$ cat src/include/compact_timer_pkg.sv
package compact_timer_pkg;

    // ------------------------------------------------------------
    // Widths and codes
    // ------------------------------------------------------------
    localparam int COUNT_WIDTH = 10;
    localparam int PERIOD_WIDTH = 3;
    localparam int PERIOD_LSB = 7;
    localparam logic [9:0] COUNT_MAX = 10'h3ff;
    localparam logic [9:0] COUNT_RESET = 10'h000;
    localparam logic [9:0] PERIOD_STEP = 10'h080;
    localparam logic [10:0] PERIOD_FULL = 11'h400;

    typedef enum logic [1:0] {
        MODE_COMPARE = 2'b00,
        MODE_UNDEF = 2'b01,
        MODE_PWM = 2'b10,
        MODE_TIMER = 2'b11
    } mode_t;

    localparam logic [1:0] ACT_NONE = 2'b00;
    localparam logic [1:0] ACT_LOW = 2'b01;
    localparam logic [1:0] ACT_HIGH = 2'b10;
    localparam logic [1:0] ACT_TOGGLE = 2'b11;

    localparam logic [1:0] PWM_FORCE_INACTIVE = 2'b00;
    localparam logic [1:0] PWM_FORCE_ACTIVE = 2'b01;
    localparam logic [1:0] PWM_WAVE = 2'b10;

    localparam logic PIN_RESET = 1'b0;

endpackage

$ cat src/include/timer_match_if.sv
`timescale 1ns/1ps
interface timer_match_if;
    logic [9:0] count;
    logic [2:0] period_code;
    logic [9:0] compare_a_value;
    logic match_a;
    logic match_p;
    logic at_max;

    modport core (output count, input match_a, input match_p,
        input at_max);
    modport comp (input count, input period_code, input compare_a_value,
        output match_a, output match_p, output at_max);
    modport cfg (output period_code, output compare_a_value);
endinterface
$ cat src/design/compact_timer.sv
`timescale 1ns/1ps
module compact_timer (
    input wire logic clock,
    input wire logic sys_rst,
    input wire logic timer_tick,
    input wire logic counter_on,
    input wire logic mode_select_high,
    input wire logic mode_select_low,
    input wire logic clear_select,
    input wire logic output_action_high,
    input wire logic output_action_low,
    input wire logic initial_level,
    input wire logic output_invert,
    input wire logic period_duty_swap,
    input wire logic [2:0] period_code,
    input wire logic [9:0] compare_a_value,
    input wire logic flag_clear_a,
    input wire logic flag_clear_p,
    output logic compare_a_flag,
    output logic period_match_flag,
    output logic timer_out,
    output logic timer_out_enable,
    output logic [9:0] count_value
);
    // ------------------------------------------------------------
    // State
    // ------------------------------------------------------------
    logic [9:0] count;
    logic [9:0] next_count;
    logic on_seen;
    logic next_on_seen;
    logic pin;
    logic next_pin;
    logic next_compare_a_flag;
    logic next_period_match_flag;
    logic next_timer_out;
    logic next_timer_out_enable;
    logic [1:0] action;
    logic [10:0] p_len;
    logic [10:0] duty;
    logic [10:0] period;
    logic pwm_level;
    logic rise;
    logic is_pwm;
    logic is_cmp;
    logic pwm_end;
    logic clr;
    logic set_a;
    logic set_p;
    logic reach_a;
    compact_timer_pkg::mode_t mode;

    timer_match_if m ();

    assign m.count = count;
    assign m.period_code = period_code;
    assign m.compare_a_value = compare_a_value;

    timer_comparators u_comp (
        .m(m)
    );

    pwm_shaper u_pwm (
        .duty(duty),
        .period(period),
        .count(count),
        .action(action),
        .initial_level(initial_level),
        .output_invert(output_invert),
        .level(pwm_level)
    );

    // ------------------------------------------------------------
    // Next-state logic
    // ------------------------------------------------------------
    // Period code 000 stands for the full 1024-tick span
    function automatic logic [10:0] code_len(input logic [2:0] code);
        code_len = (code == 3'h0) ? compact_timer_pkg::PERIOD_FULL :
            {1'b0, code, 7'h00};
    endfunction

    always_comb begin
        mode = compact_timer_pkg::mode_t'({mode_select_high,
            mode_select_low});
        action = {output_action_high, output_action_low};
        is_pwm = (mode == compact_timer_pkg::MODE_PWM);
        is_cmp = (mode == compact_timer_pkg::MODE_COMPARE);
        rise = counter_on && !on_seen;
        p_len = code_len(period_code);
        if (period_duty_swap) begin
            period = {1'b0, compare_a_value};
            duty = p_len;
        end else begin
            period = p_len;
            duty = {1'b0, compare_a_value};
        end
        // Last count of a PWM period; the clear starts the next one
        pwm_end = ({1'b0, count} + 11'h001 >= period) || m.at_max;
        // PWM takes the A match on the tick that brings the counter onto
        // compare A, so an A-set period end still raises its flag
        reach_a = ({1'b0, count} + 11'h001) == {1'b0, compare_a_value};
        set_a = 1'b0;
        set_p = 1'b0;
        clr = 1'b0;
        case (mode)
            compact_timer_pkg::MODE_PWM: begin
                set_a = reach_a;
                set_p = m.match_p;
                clr = pwm_end;
            end
            compact_timer_pkg::MODE_COMPARE,
            compact_timer_pkg::MODE_TIMER: begin
                if (clear_select) begin
                    // Compare A of zero lets the counter wrap at 3FF
                    set_a = m.match_a && (compare_a_value != 10'h000);
                    clr = set_a || m.at_max;
                end else begin
                    set_a = m.match_a;
                    set_p = m.match_p;
                    clr = m.match_p || m.at_max;
                end
            end
            default: begin
                set_a = 1'b0;
            end
        endcase
        set_a = set_a && timer_tick && counter_on;
        set_p = set_p && timer_tick && counter_on;

        next_on_seen = counter_on;
        next_count = count;
        if (rise) begin
            next_count = compact_timer_pkg::COUNT_RESET;
        end else if (counter_on && timer_tick) begin
            next_count = clr ? compact_timer_pkg::COUNT_RESET :
                count + 10'h001;
        end

        // Flag set wins over a clear in the same cycle
        next_compare_a_flag = set_a || (compare_a_flag && !flag_clear_a);
        next_period_match_flag = set_p ||
            (period_match_flag && !flag_clear_p);

        next_pin = pin;
        if (is_cmp && rise) begin
            next_pin = initial_level;
        end else if (is_cmp && set_a) begin
            case (action)
                compact_timer_pkg::ACT_LOW: next_pin = 1'b0;
                compact_timer_pkg::ACT_HIGH: next_pin = 1'b1;
                compact_timer_pkg::ACT_TOGGLE: next_pin = !pin;
                default: next_pin = pin;
            endcase
        end

        next_timer_out = is_pwm ? pwm_level : (pin ^ output_invert);
        // Timer mode leaves the pin to general I/O
        next_timer_out_enable = is_pwm || is_cmp;
    end

    // ------------------------------------------------------------
    // Registers
    // ------------------------------------------------------------
    always_ff @(posedge clock) begin
        if (sys_rst) begin
            count <= compact_timer_pkg::COUNT_RESET;
            on_seen <= 1'b0;
            pin <= compact_timer_pkg::PIN_RESET;
            compare_a_flag <= 1'b0;
            period_match_flag <= 1'b0;
            timer_out <= compact_timer_pkg::PIN_RESET;
            timer_out_enable <= 1'b0;
            count_value <= compact_timer_pkg::COUNT_RESET;
        end else begin
            count <= next_count;
            on_seen <= next_on_seen;
            pin <= next_pin;
            compare_a_flag <= next_compare_a_flag;
            period_match_flag <= next_period_match_flag;
            timer_out <= next_timer_out;
            timer_out_enable <= next_timer_out_enable;
            count_value <= next_count;
        end
    end

    // ------------------------------------------------------------
    // Checks
    // ------------------------------------------------------------
    property p_rise_zero;
        @(posedge clock) disable iff (sys_rst)
        (counter_on && !on_seen) |=> (count == 10'h000);
    endproperty
    a_rise_zero: assert property (p_rise_zero)
        else $error("counter not zeroed on enable rise");

    property p_hold_off;
        @(posedge clock) disable iff (sys_rst)
        (!counter_on && on_seen) ##1 !counter_on |-> $stable(count);
    endproperty
    a_hold_off: assert property (p_hold_off)
        else $error("counter moved while off");

    property p_no_pflag;
        @(posedge clock) disable iff (sys_rst)
        (!is_pwm && clear_select && !period_match_flag && !flag_clear_p)
        |=> !period_match_flag;
    endproperty
    a_no_pflag: assert property (p_no_pflag)
        else $error("period flag set with clear select high");

    property p_a_zero;
        @(posedge clock) disable iff (sys_rst)
        (!is_pwm && clear_select && compare_a_value == 10'h000 &&
        counter_on && on_seen && timer_tick && !compare_a_flag &&
        !flag_clear_a) |=> !compare_a_flag;
    endproperty
    a_a_zero: assert property (p_a_zero)
        else $error("A flag with zero compare A in clear-A mode");

    property p_wrap;
        @(posedge clock) disable iff (sys_rst)
        (!is_pwm && counter_on && on_seen && timer_tick &&
        count == 10'h3ff) |=> (count == 10'h000);
    endproperty
    a_wrap: assert property (p_wrap)
        else $error("counter did not wrap at maximum");

    property p_pin_init;
        @(posedge clock) disable iff (sys_rst)
        (is_cmp && counter_on && !on_seen) |=> (pin == $past(initial_level));
    endproperty
    a_pin_init: assert property (p_pin_init)
        else $error("pin not restored to initial level");

    property p_pin_only_a;
        @(posedge clock) disable iff (sys_rst)
        (is_cmp && !set_a && on_seen) |=> $stable(pin);
    endproperty
    a_pin_only_a: assert property (p_pin_only_a)
        else $error("pin changed without A match");

    property p_timer_free;
        @(posedge clock) disable iff (sys_rst)
        (mode == compact_timer_pkg::MODE_TIMER) |=> !timer_out_enable;
    endproperty
    a_timer_free: assert property (p_timer_free)
        else $error("pin driven in timer mode");

    property p_force_active;
        @(posedge clock) disable iff (sys_rst)
        (is_pwm && action == compact_timer_pkg::PWM_FORCE_ACTIVE)
        |=> (timer_out == ($past(initial_level) ^ $past(output_invert)));
    endproperty
    a_force_active: assert property (p_force_active)
        else $error("forced active level wrong");

    property p_p_clear;
        @(posedge clock) disable iff (sys_rst)
        (is_cmp && !clear_select && period_code != 3'h0 && counter_on &&
        on_seen && timer_tick &&
        ({1'b0, count} + 11'h001 == code_len(period_code)))
        |=> (period_match_flag && count == 10'h000);
    endproperty
    a_p_clear: assert property (p_p_clear)
        else $error("period match did not clear counter and set flag");

    property p_pwm_period;
        @(posedge clock) disable iff (sys_rst)
        (is_pwm && !period_duty_swap && counter_on && on_seen && timer_tick
        && ({1'b0, count} + 11'h001 == code_len(period_code)))
        |=> (count == 10'h000);
    endproperty
    a_pwm_period: assert property (p_pwm_period)
        else $error("PWM period did not end at the period code");

    property p_full_duty;
        @(posedge clock) disable iff (sys_rst)
        (is_pwm && action == compact_timer_pkg::PWM_WAVE && duty >= period)
        |=> (timer_out == ($past(initial_level) ^ $past(output_invert)));
    endproperty
    a_full_duty: assert property (p_full_duty)
        else $error("full duty output not held active");

    property p_force_inactive;
        @(posedge clock) disable iff (sys_rst)
        (is_pwm && action == compact_timer_pkg::PWM_FORCE_INACTIVE)
        |=> (timer_out != ($past(initial_level) ^ $past(output_invert)));
    endproperty
    a_force_inactive: assert property (p_force_inactive)
        else $error("forced inactive level wrong");
endmodule

$ cat src/design/pwm_shaper.sv
`timescale 1ns/1ps
module pwm_shaper (
    input wire logic [10:0] duty,
    input wire logic [10:0] period,
    input wire logic [9:0] count,
    input wire logic [1:0] action,
    input wire logic initial_level,
    input wire logic output_invert,
    output logic level
);
    logic active;
    logic raw;

    // ------------------------------------------------------------
    // Waveform
    // ------------------------------------------------------------
    // Duty at or above the period keeps the output active all period
    always_comb begin
        active = ({1'b0, count} < duty) || (duty >= period);
        case (action)
            compact_timer_pkg::PWM_FORCE_INACTIVE: raw = 1'b0;
            compact_timer_pkg::PWM_FORCE_ACTIVE: raw = 1'b1;
            compact_timer_pkg::PWM_WAVE: raw = active;
            default: raw = 1'b0;
        endcase
        // Active high when initial_level is set, then optional invert
        level = (raw ~^ initial_level) ^ output_invert;
    end
endmodule

$ cat src/design/timer_comparators.sv
`timescale 1ns/1ps
module timer_comparators (
    timer_match_if.comp m
);
    // ------------------------------------------------------------
    // Comparators
    // ------------------------------------------------------------
    logic [9:0] count_plus;

    // Period code is compared with the top three bits of count plus one,
    // whose low seven bits must be zero. The P match
    // is taken on the tick that would carry the counter onto the code's
    // multiple of 128, so a period is exactly that many ticks long.
    always_comb begin
        count_plus = m.count + 10'h001;
        m.match_a = (m.count == m.compare_a_value);
        m.match_p = (m.period_code != 3'h0) &&
            (count_plus[9:compact_timer_pkg::PERIOD_LSB] ==
            m.period_code) &&
            (count_plus[compact_timer_pkg::PERIOD_LSB-1:0] == '0);
        m.at_max = (m.count == compact_timer_pkg::COUNT_MAX);
    end
endmodule

$ cat config.mk
export PLATFORM = sky130hd
export DESIGN_NAME = compact_timer
export DESIGN_NICKNAME = d
export VERILOG_FILES = /design/src/include/compact_timer_pkg.sv /design/src/include/timer_match_if.sv /design/src/design/compact_timer.sv /design/src/design/pwm_shaper.sv /design/src/design/timer_comparators.sv
export SDC_FILE = /design/constraint.sdc
export NUM_CORES = 1
export LEC_CHECK = 0
export BUFFER_PORTS_ARGS = -buffer_cell sky130_fd_sc_hd__buf_2
export CAP_MARGIN = 30
export CORE_MARGIN = 4
export CORE_UTILIZATION = 42
export CTS_BUF_LIST = sky130_fd_sc_hd__clkbuf_8
export CTS_CLUSTER_DIAMETER = 30
export CTS_CLUSTER_SIZE = 30
export DETAILED_ROUTE_END_ITERATION = 10
export SYNTH_ARGS = -nofsm -noshare
export SYNTH_HDL_FRONTEND = slang
export SYNTH_SLANG_ARGS = --single-unit
$ cat constraint.sdc
create_clock -name clock -period 6.9 [get_ports clock]
set_clock_uncertainty 0.05 [all_clocks]
set_input_delay 0.345 -clock clock [delete_from_list [all_inputs] [get_ports clock]]
set_output_delay 0.345 -clock clock [all_outputs]
set_load 0.02 [all_outputs]
==> impl_results.md, run 1 <==
* Unique masters post-synth at 58
* Fin util at 47.5%
* Final Instance Area at 2600 um^2
* Status: completed
* Gr ovfl total at 0
* Least-Margin Pin Slew at 0.569 ns
* Worst VDD drop at 90.0 uV
* # H-tree levels at 1
* Ranking of synthesized cells by area: ha_1 16%, dfxtp_1 14%, xor2_1 7.0%, nand2b_1 3.7%, nor2_1 3.6%
* Switching Share at 32.5%
* EDFF count, synth at 0
* HP Class: input port to flip-flop
* Core ar. at 5470 um^2
* CP bufs+invs at 1
* Comb pwr share at 32.7%
* RSZ-0062 raised after global routing: no
* Buffers added on ports at 40
* Post-CTS Setup Inserts at 0
* Most instantiated library cell after synthesis: ha_1
* Drt pass-1 iters at 4
* Fin. max-slew vios at 0
* Clock root cell: clkbuf_8
* Max-cap viol count at 0
* Post-synthesis cell count at 307
* Fin. Hold Viols at 0
* I/O pin cnt at 41
* Final Cycle Share at 51.0%
* Slowest cell on crit path: dfxtp_1
* Area Overhead vs Synth at 9.83%
* Proportion of power drawn by the clock network at 31.1%
* Top cell type's share of synthesized area at 15.9%
* Sequential area share after synthesis at 13.5%
* Post-DRT Antenna Nets at 0
* Total CTS buffers at 3
* Clk sinks at 16
* Rows at 27
* Synth cell count leaders: 30 x ha_1, 23 x nor2_1, 22 x nand2_1
* DIE HEIGHT at 83.1 um
* Fillers at 569
* Cts hold-fix bufs at 0
* Worst-Skew Late Latency at 0.25 ns
* Switching power at 0.0874 mW
* First-pass GRT wire length at 10,300 um
* Setup TNS at 0 ns
* Drt drc at 0
* CTS clk-pin slew, worst paths at 0.06 ns
* Initial Utilization at 43.3%
* Slowest stage delay, CP at 0.60 ns
* Worst setup SP type: flip-flop
* GRT Overall Usage at 17.6%
* Synth Register Bits at 16
* Max Root-Sink Buffers at 2
* Reg area at 320 um^2
* Register share of total power at 36.2%
* Area leader, netlist: ha_1
* Antenna cells at 0
* Die width at 83.1 um
* DPL Wire Length at 4940 um
* WS Path Type: flip-flop to flip-flop
* Asr flop ratio synth at 0%
* Relative slew margins at 62.0%
* Total routed wirelength at 6190 um
* Cell breakdown of the critical path: ha_1, nand3_1, nor2_1, xnor2_1, inv_1, ha_1, nor3_1, o221ai_1, a21oi_1, o311a_1, nor2_1, o41a_4, nor3_2, a221o_1
* Int Power at 0.182 mW
* Via count at 2,265
* Worst EP arrival at 3.66 ns
* Yosys warns at 0
* CTS tree: done
* GP Congestion at 0.803
* WL/cell at 15.4 um
* Finish-stage setup viols at 0
* Die area at 6900 um^2
* Syn Area/Cell at 7.71 um^2
* Fin nets at 388
* Largest net degree at the start of global routing at 28
* Fmax at 0.284 GHz
* CTS resizes at 0
* DR iter-0 viols at 124
* Multi-input combinational cell area at 1880 um^2
* Final Power at 0.269 mW
* Worst EP required at 7.04 ns
* Fraction of layout instances using a drive strength above 1 at 17.9%
* Vias per cell at 5.63
* Top FF cell, synth: dfxtp_1
* Post-layout min period at 3.52 ns
* Syn Std Cell Area at 2370 um^2
* Power density cells at 104 nW/um^2
* Initial antenna violation count at 0
* Leakage power at 1.17 nW
* Critical Path End Type: flip-flop
* Vias in the first global route at 2,027
* Worst-path fanout max at 12
* Placed cell areas at 2540 um^2
* Syn Nets at 364
* Crit path max-delay family: simple AND/OR/NAND/NOR gates
area by class of cell:
class                           count  share of cell area, %
Timing Repair Buffer               40                   7.70
Clock buffer                        4                   2.12
Multi-Input combinational cell    256                   72.4
Inverter                           14                   2.02
Sequential cell                    16                   12.3
Tap cell                           72                   3.46
power by group through the flow:
stage          sequential, mW  clock [mW]  combinational (mW)
4_1_cts                0.0976      0.0861              0.0883
3_3_place_gp           0.0997           0              0.0872
3_5_place_dp           0.0997           0              0.0876
2_1_floorplan           0.101           0              0.0611
5_1_grt                0.0981      0.0890              0.0984
6_report               0.0976      0.0838              0.0880
layer usage:
| layer | wire length [um] | global-route usage [%] | up-vias | part of all wire [%] |
|---|---|---|---|---|
| met1 | 3030 | 25.5 | 1046 | 49 |
| met3 | 293 | 2.08 | 5 | 4.7 |
| met2 | 2810 | 27.8 | 49 | 45 |
| met5 | 0 | 0 | - | 0 |
| li1 | - | - | 1165 | - |
| met4 | 61 | 4.01 | 0 | 0.99 |
stage by stage:
step	hold slack [ns]	setup slack (ns)	std cells
global route	0.304	3.13	402
detailed placement	0.417	3.42	398
global placement	0.411	3.54	398
finish	0.287	3.38	402
floorplan	0.423	3.75	307
CTS	0.284	3.39	402
flip-flops by register name, summed over array words and instances (netlist names):
signal             flops
compare_a_flag         1
count                 10
on_seen                1
period_match_flag      1
pin                    1
timer_out              1
timer_out_enable       1
placed cells by master (no fill, tap or decap), drive strengths merged, types with 11 or more instances in the layout:
master  count
ha         30
buf        40
inv        14
nor4       11
dfxtp      16
nand3      12
nor3       13
nor2       23
o21ai      14
nand2b     14
xor2       20
nand2      24
a21oi      11
kinds of logic (layout without fill, tap and decap cells):
group	count (synthesis)	in the layout	synth area share, %
buffers and inverters	35	58	6.98
AOI/OAI and AO/OA	62	62	18.4
muxes	7	7	3.01
and+or+nand+nor	128	128	30.5
xor gates and xnor gates	29	29	11.6
DFF	16	16	13.5
adders and majority gates	30	30	15.9
worst paths after layout:
kind                                        start                 to  slack [ns]  cells after the start
worst max-delay path                     count[0]           count[6]        3.38                     14
worst max register to register           count[0]           count[6]        3.38                     14
worst min register to register  period_match_flag  period_match_flag        0.43                      2
worst min-delay path                   counter_on            on_seen        0.29                      2
No activity file was read; power rests on OpenSTA's default activity.
==> run 2, diff against run 1 <==
- ABC_AREA: not set -> 1
- clock period: 6.9 -> 3.5 ns (I/O delays scaled with it)
==> impl_results.md, run 2 <==
* CTS tree: done (unchanged)
* DIE HEIGHT at 81.8 um (was 83.1 um)
* Core ar. at 5200 um^2 (was 5470 um^2)
* Most frequent CP cell: nand3_1
* Least-Margin Pin Slew at 0.522 ns (was 0.569 ns)
* Area leader, netlist: nand2_1 (was ha_1)
* Buffers added on ports at 40 (unchanged)
* Clock root cell: clkbuf_8 (unchanged)
* Hold Path Sink: compare_a_flag (was on_seen)
* Syn Area/Cell at 5.91 um^2 (was 7.71 um^2)
* Cts hold-fix bufs at 0 (unchanged)
* Register share of total power at 36.5% (was 36.2%)
* Fraction of layout instances using a drive strength above 1 at 15.3% (was 17.9%)
* Relative slew margins at 65.2% (was 62.0%)
* R2R Setup Slk at 0.53 ns (was 3.38 ns)
* Fin. Hold Viols at 0 (unchanged)
* Proportion of power drawn by the clock network at 33.0% (was 31.1%)
* Biggest register: count (unchanged)
* Hold_ws at 0.0998 ns (was 0.287 ns)
* Synth Register Bits at 16 (unchanged)
* Post-DRT Antenna Nets at 0 (unchanged)
* Reg2reg path depth at 17 (was 14)
* Slowest cell on crit path: dfxtp_1 (unchanged)
* Worst reg2reg path startpoint: count[1] (was count[0])
* Fillers at 580 (was 569)
* Vias per cell at 4.94 (was 5.63)
* WL/cell at 13.4 um (was 15.4 um)
* Gr ovfl total at 0 (unchanged)
* Total routed wirelength at 6650 um (was 6190 um)
* Top FF cell, synth: dfxtp_1 (unchanged)
* Die area at 6690 um^2 (was 6900 um^2)
* Fin nets at 483 (was 388)
* Max Root-Sink Buffers at 2 (unchanged)
* Antenna cells at 0 (unchanged)
* CTS clk-pin slew, worst paths at 0.07 ns (was 0.06 ns)
* Slowest stage delay, CP at 0.53 ns (was 0.60 ns)
* Worst VDD drop at 161 uV (was 90.0 uV)
* First-pass GRT wire length at 10,600 um (was 10,300 um)
* I/O pin cnt at 41 (unchanged)
* Max reg flops at 10 (unchanged)
* Switching power at 0.172 mW (was 0.0874 mW)
* Status: completed (unchanged)
* WS Path Type: flip-flop to flip-flop (unchanged)
* Worst-path fanout max at 10 (was 12)
* Area Overhead vs Synth at 12.7% (was 9.83%)
* Switching Share at 33.6% (was 32.5%)
* Post-CTS Setup Inserts at 0 (unchanged)
* CTS resizes at 0 (unchanged)
* Largest net degree at the start of global routing at 23 (was 28)
* Via count at 2,447 (was 2,265)
* Syn Std Cell Area at 2290 um^2 (was 2370 um^2)
* Initial antenna violation count at 0 (unchanged)
* Vias in the first global route at 2,171 (was 2,027)
* Worst EP arrival at 3.10 ns (was 3.66 ns)
* Commonest non-fill, non-tap cell in the layout: nand2_1 (was buf_2)
* Worst EP required at 3.63 ns (was 7.04 ns)
* Final Cycle Share at 84.8% (was 51.0%)
* Min-delay src: sys_rst (was counter_on)
* RSZ-0062 raised after global routing: no (unchanged)
* Synth cell count leaders: 117 x nand2_1, 57 x inv_1, 37 x nand3_1 (was 30 x ha_1, 23 x nor2_1, 22 x nand2_1)
* Unique masters post-synth at 29 (was 58)
* Yosys warns at 0 (unchanged)
* Drt drc at 0 (unchanged)
* Asr flop ratio synth at 0% (unchanged)
* DPL Wire Length at 5480 um (was 4940 um)
* Worst-Skew Late Latency at 0.25 ns (about the same)
* Power density cells at 199 nW/um^2 (was 104 nW/um^2)
* EDFF count, synth at 0 (unchanged)
* R2R Path End: count[2] (was count[6])
* Int Power at 0.340 mW (was 0.182 mW)
* Most instantiated library cell after synthesis: nand2_1 (was ha_1)
* HP Class: input port to flip-flop (unchanged)
* Drt pass-1 iters at 5 (was 4)
* Commonest non-fill, non-tap cells in the layout: 117 x nand2_1, 57 x inv_1, 40 x buf_2, 37 x nand3_1, 31 x nor2_1 (was 40 x buf_2, 30 x ha_1, 23 x nor2_1, 22 x nand2_1, 19 x xor2_1)
* Cell breakdown of the critical path: ha_1, nand3_2, inv_1, nand3_1, nand2_2, inv_2, ha_1, a21oi_1, o21a_1, nand3_1, o21ai_0, nand2_1, nand2_1, nand2_2, nand2_4, nand3_1, a21oi_1 (was ha_1, nand3_1, nor2_1, xnor2_1, inv_1, ha_1, nor3_1, o221ai_1, a21oi_1, o311a_1, nor2_1, o41a_4, nor3_2, a221o_1)
* Finish-stage setup viols at 0 (unchanged)
* Post-synthesis cell count at 387 (was 307)
* Clk sinks at 16 (unchanged)
* Rows at 26 (was 27)
* Total CTS buffers at 3 (unchanged)
* Syn Nets at 444 (was 364)
* Post-layout min period at 2.97 ns (was 3.52 ns)
* Fin. max-slew vios at 0 (unchanged)
* Leakage power at 1.42 nW (was 1.17 nW)
* Initial Utilization at 43.9% (was 43.3%)
* Ranking of synthesized cells by area: nand2_1 19%, ha_1 16%, dfxtp_1 14%, inv_1 9.4%, nand3_1 8.1% (was ha_1 16%, dfxtp_1 14%, xor2_1 7.0%, nand2b_1 3.7%, nor2_1 3.6%)
* Comb pwr share at 30.5% (was 32.7%)
* Reg area at 320 um^2 (unchanged)
* GP Congestion at 0.887 (was 0.803)
* Sequential area share after synthesis at 14.0% (was 13.5%)
* DR iter-0 viols at 141 (was 124)
* # H-tree levels at 1 (unchanged)
* Max-cap viol count at 0 (unchanged)
* Fmax at 0.337 GHz (was 0.284 GHz)
* Setup TNS at 0 ns (unchanged)
* Die width at 81.8 um (was 83.1 um)
* GRT Overall Usage at 20.5% (was 17.6%)
* Hold path depth at 2 (unchanged)
* Top cell type's share of synthesized area at 19.2% (was 15.9%)
* Critical Path End Type: flip-flop (unchanged)
* Worst setup SP type: flip-flop (unchanged)
* Multi-input combinational cell area at 1670 um^2 (was 1880 um^2)
[run 2: cell count changes after synthesis, sizes merged, moves of 10 or more]
| cell | previous run | this run |
|---|---|---|
| nand2b | 14 | 0 |
| xor2 | 20 | 8 |
| inv | 14 | 59 |
| nor2 | 23 | 35 |
| nor3 | 13 | 3 |
| nand2 | 24 | 125 |
| nand3 | 12 | 40 |
| a21oi | 11 | 25 |
| clkbuf | 12 | 0 |
[run 2: how the worst max path moves through the flow]
stage,startpoint,to,slack (ns)
3_5_place_dp,count[1],count[1],0.62
5_1_grt,count[1],count[1],0.35
4_1_cts,count[1],count[1],0.58
6_report,count[1],count[2],0.53
3_3_place_gp,count[1],count[9],0.67
2_1_floorplan,count[1],count[1],0.87
[run 2: worst max-delay path: cells and delay by family (launching register included)]
kind                     cells  cell delay [ns]
AO/OA/AOI/OAI                4             0.64
adder cells (fa/ha/maj)      2             0.62
buffers and inverters        2             0.19
flip-flops                   1             0.53
AND/OR/NAND/NOR              9             0.85
[run 2: power groups by stage]
stage                     clock network [mW]  registers, mW  logic, mW
after floorplan                            0          0.194     0.0966
after global placement                     0          0.191      0.155
after detailed placement                   0          0.191      0.156
after CTS                              0.175          0.187      0.157
after global routing                   0.182          0.187      0.178
final                                  0.169          0.187      0.156
[run 2: area by class of cell]
type	instances	share of cell area, %
clock buffers	4	2.14
inverters	62	9.03
multi-input cells	302	65.0
flip-flops and latches	16	12.4
well taps	70	3.40
repair buffers	41	8.06
[run 2: kinds of logic (layout without fill, tap and decap cells)]
family                   Yosys count  after routing  share of synthesized area (%)
AND/OR/NAND/NOR                  215            215                           41.6
buffers and inverters             69            107                           12.8
AO/OA/AOI/OAI                     43             43                           9.79
adder cells (fa/ha/maj)           30             30                           16.4
flip-flops                        16             16                           14.0
XOR/XNOR                          14             14                           5.36
[run 2: metal layers]
| layer | vias up | GRT usage, % | part of all wire (%) |
|---|---|---|---|
| li1 | 1309 | - | - |
| met1 | 1051 | 29.4 | 49 |
| met2 | 77 | 33.1 | 44 |
| met3 | 10 | 2.08 | 5.9 |
| met4 | 0 | 4.32 | 1.4 |
| met5 | - | 0 | 0 |
[run 2: through the flow]
| step | utilization [%] | power [mW] | instance area [um^2] | setup slack [ns] | std cells |
|---|---|---|---|---|---|
| after CTS | 49.5 | 0.519 | 2580 | 0.582 | 495 |
| after global routing | 49.5 | 0.548 | 2580 | 0.353 | 495 |
| after floorplan | - | 0.291 | 2290 | 0.875 | 387 |
| final | 49.5 | 0.512 | 2580 | 0.531 | 495 |
| after detailed placement | 48.5 | 0.347 | 2520 | 0.618 | 491 |
| after global placement | 48.5 | 0.346 | 2520 | 0.671 | 491 |
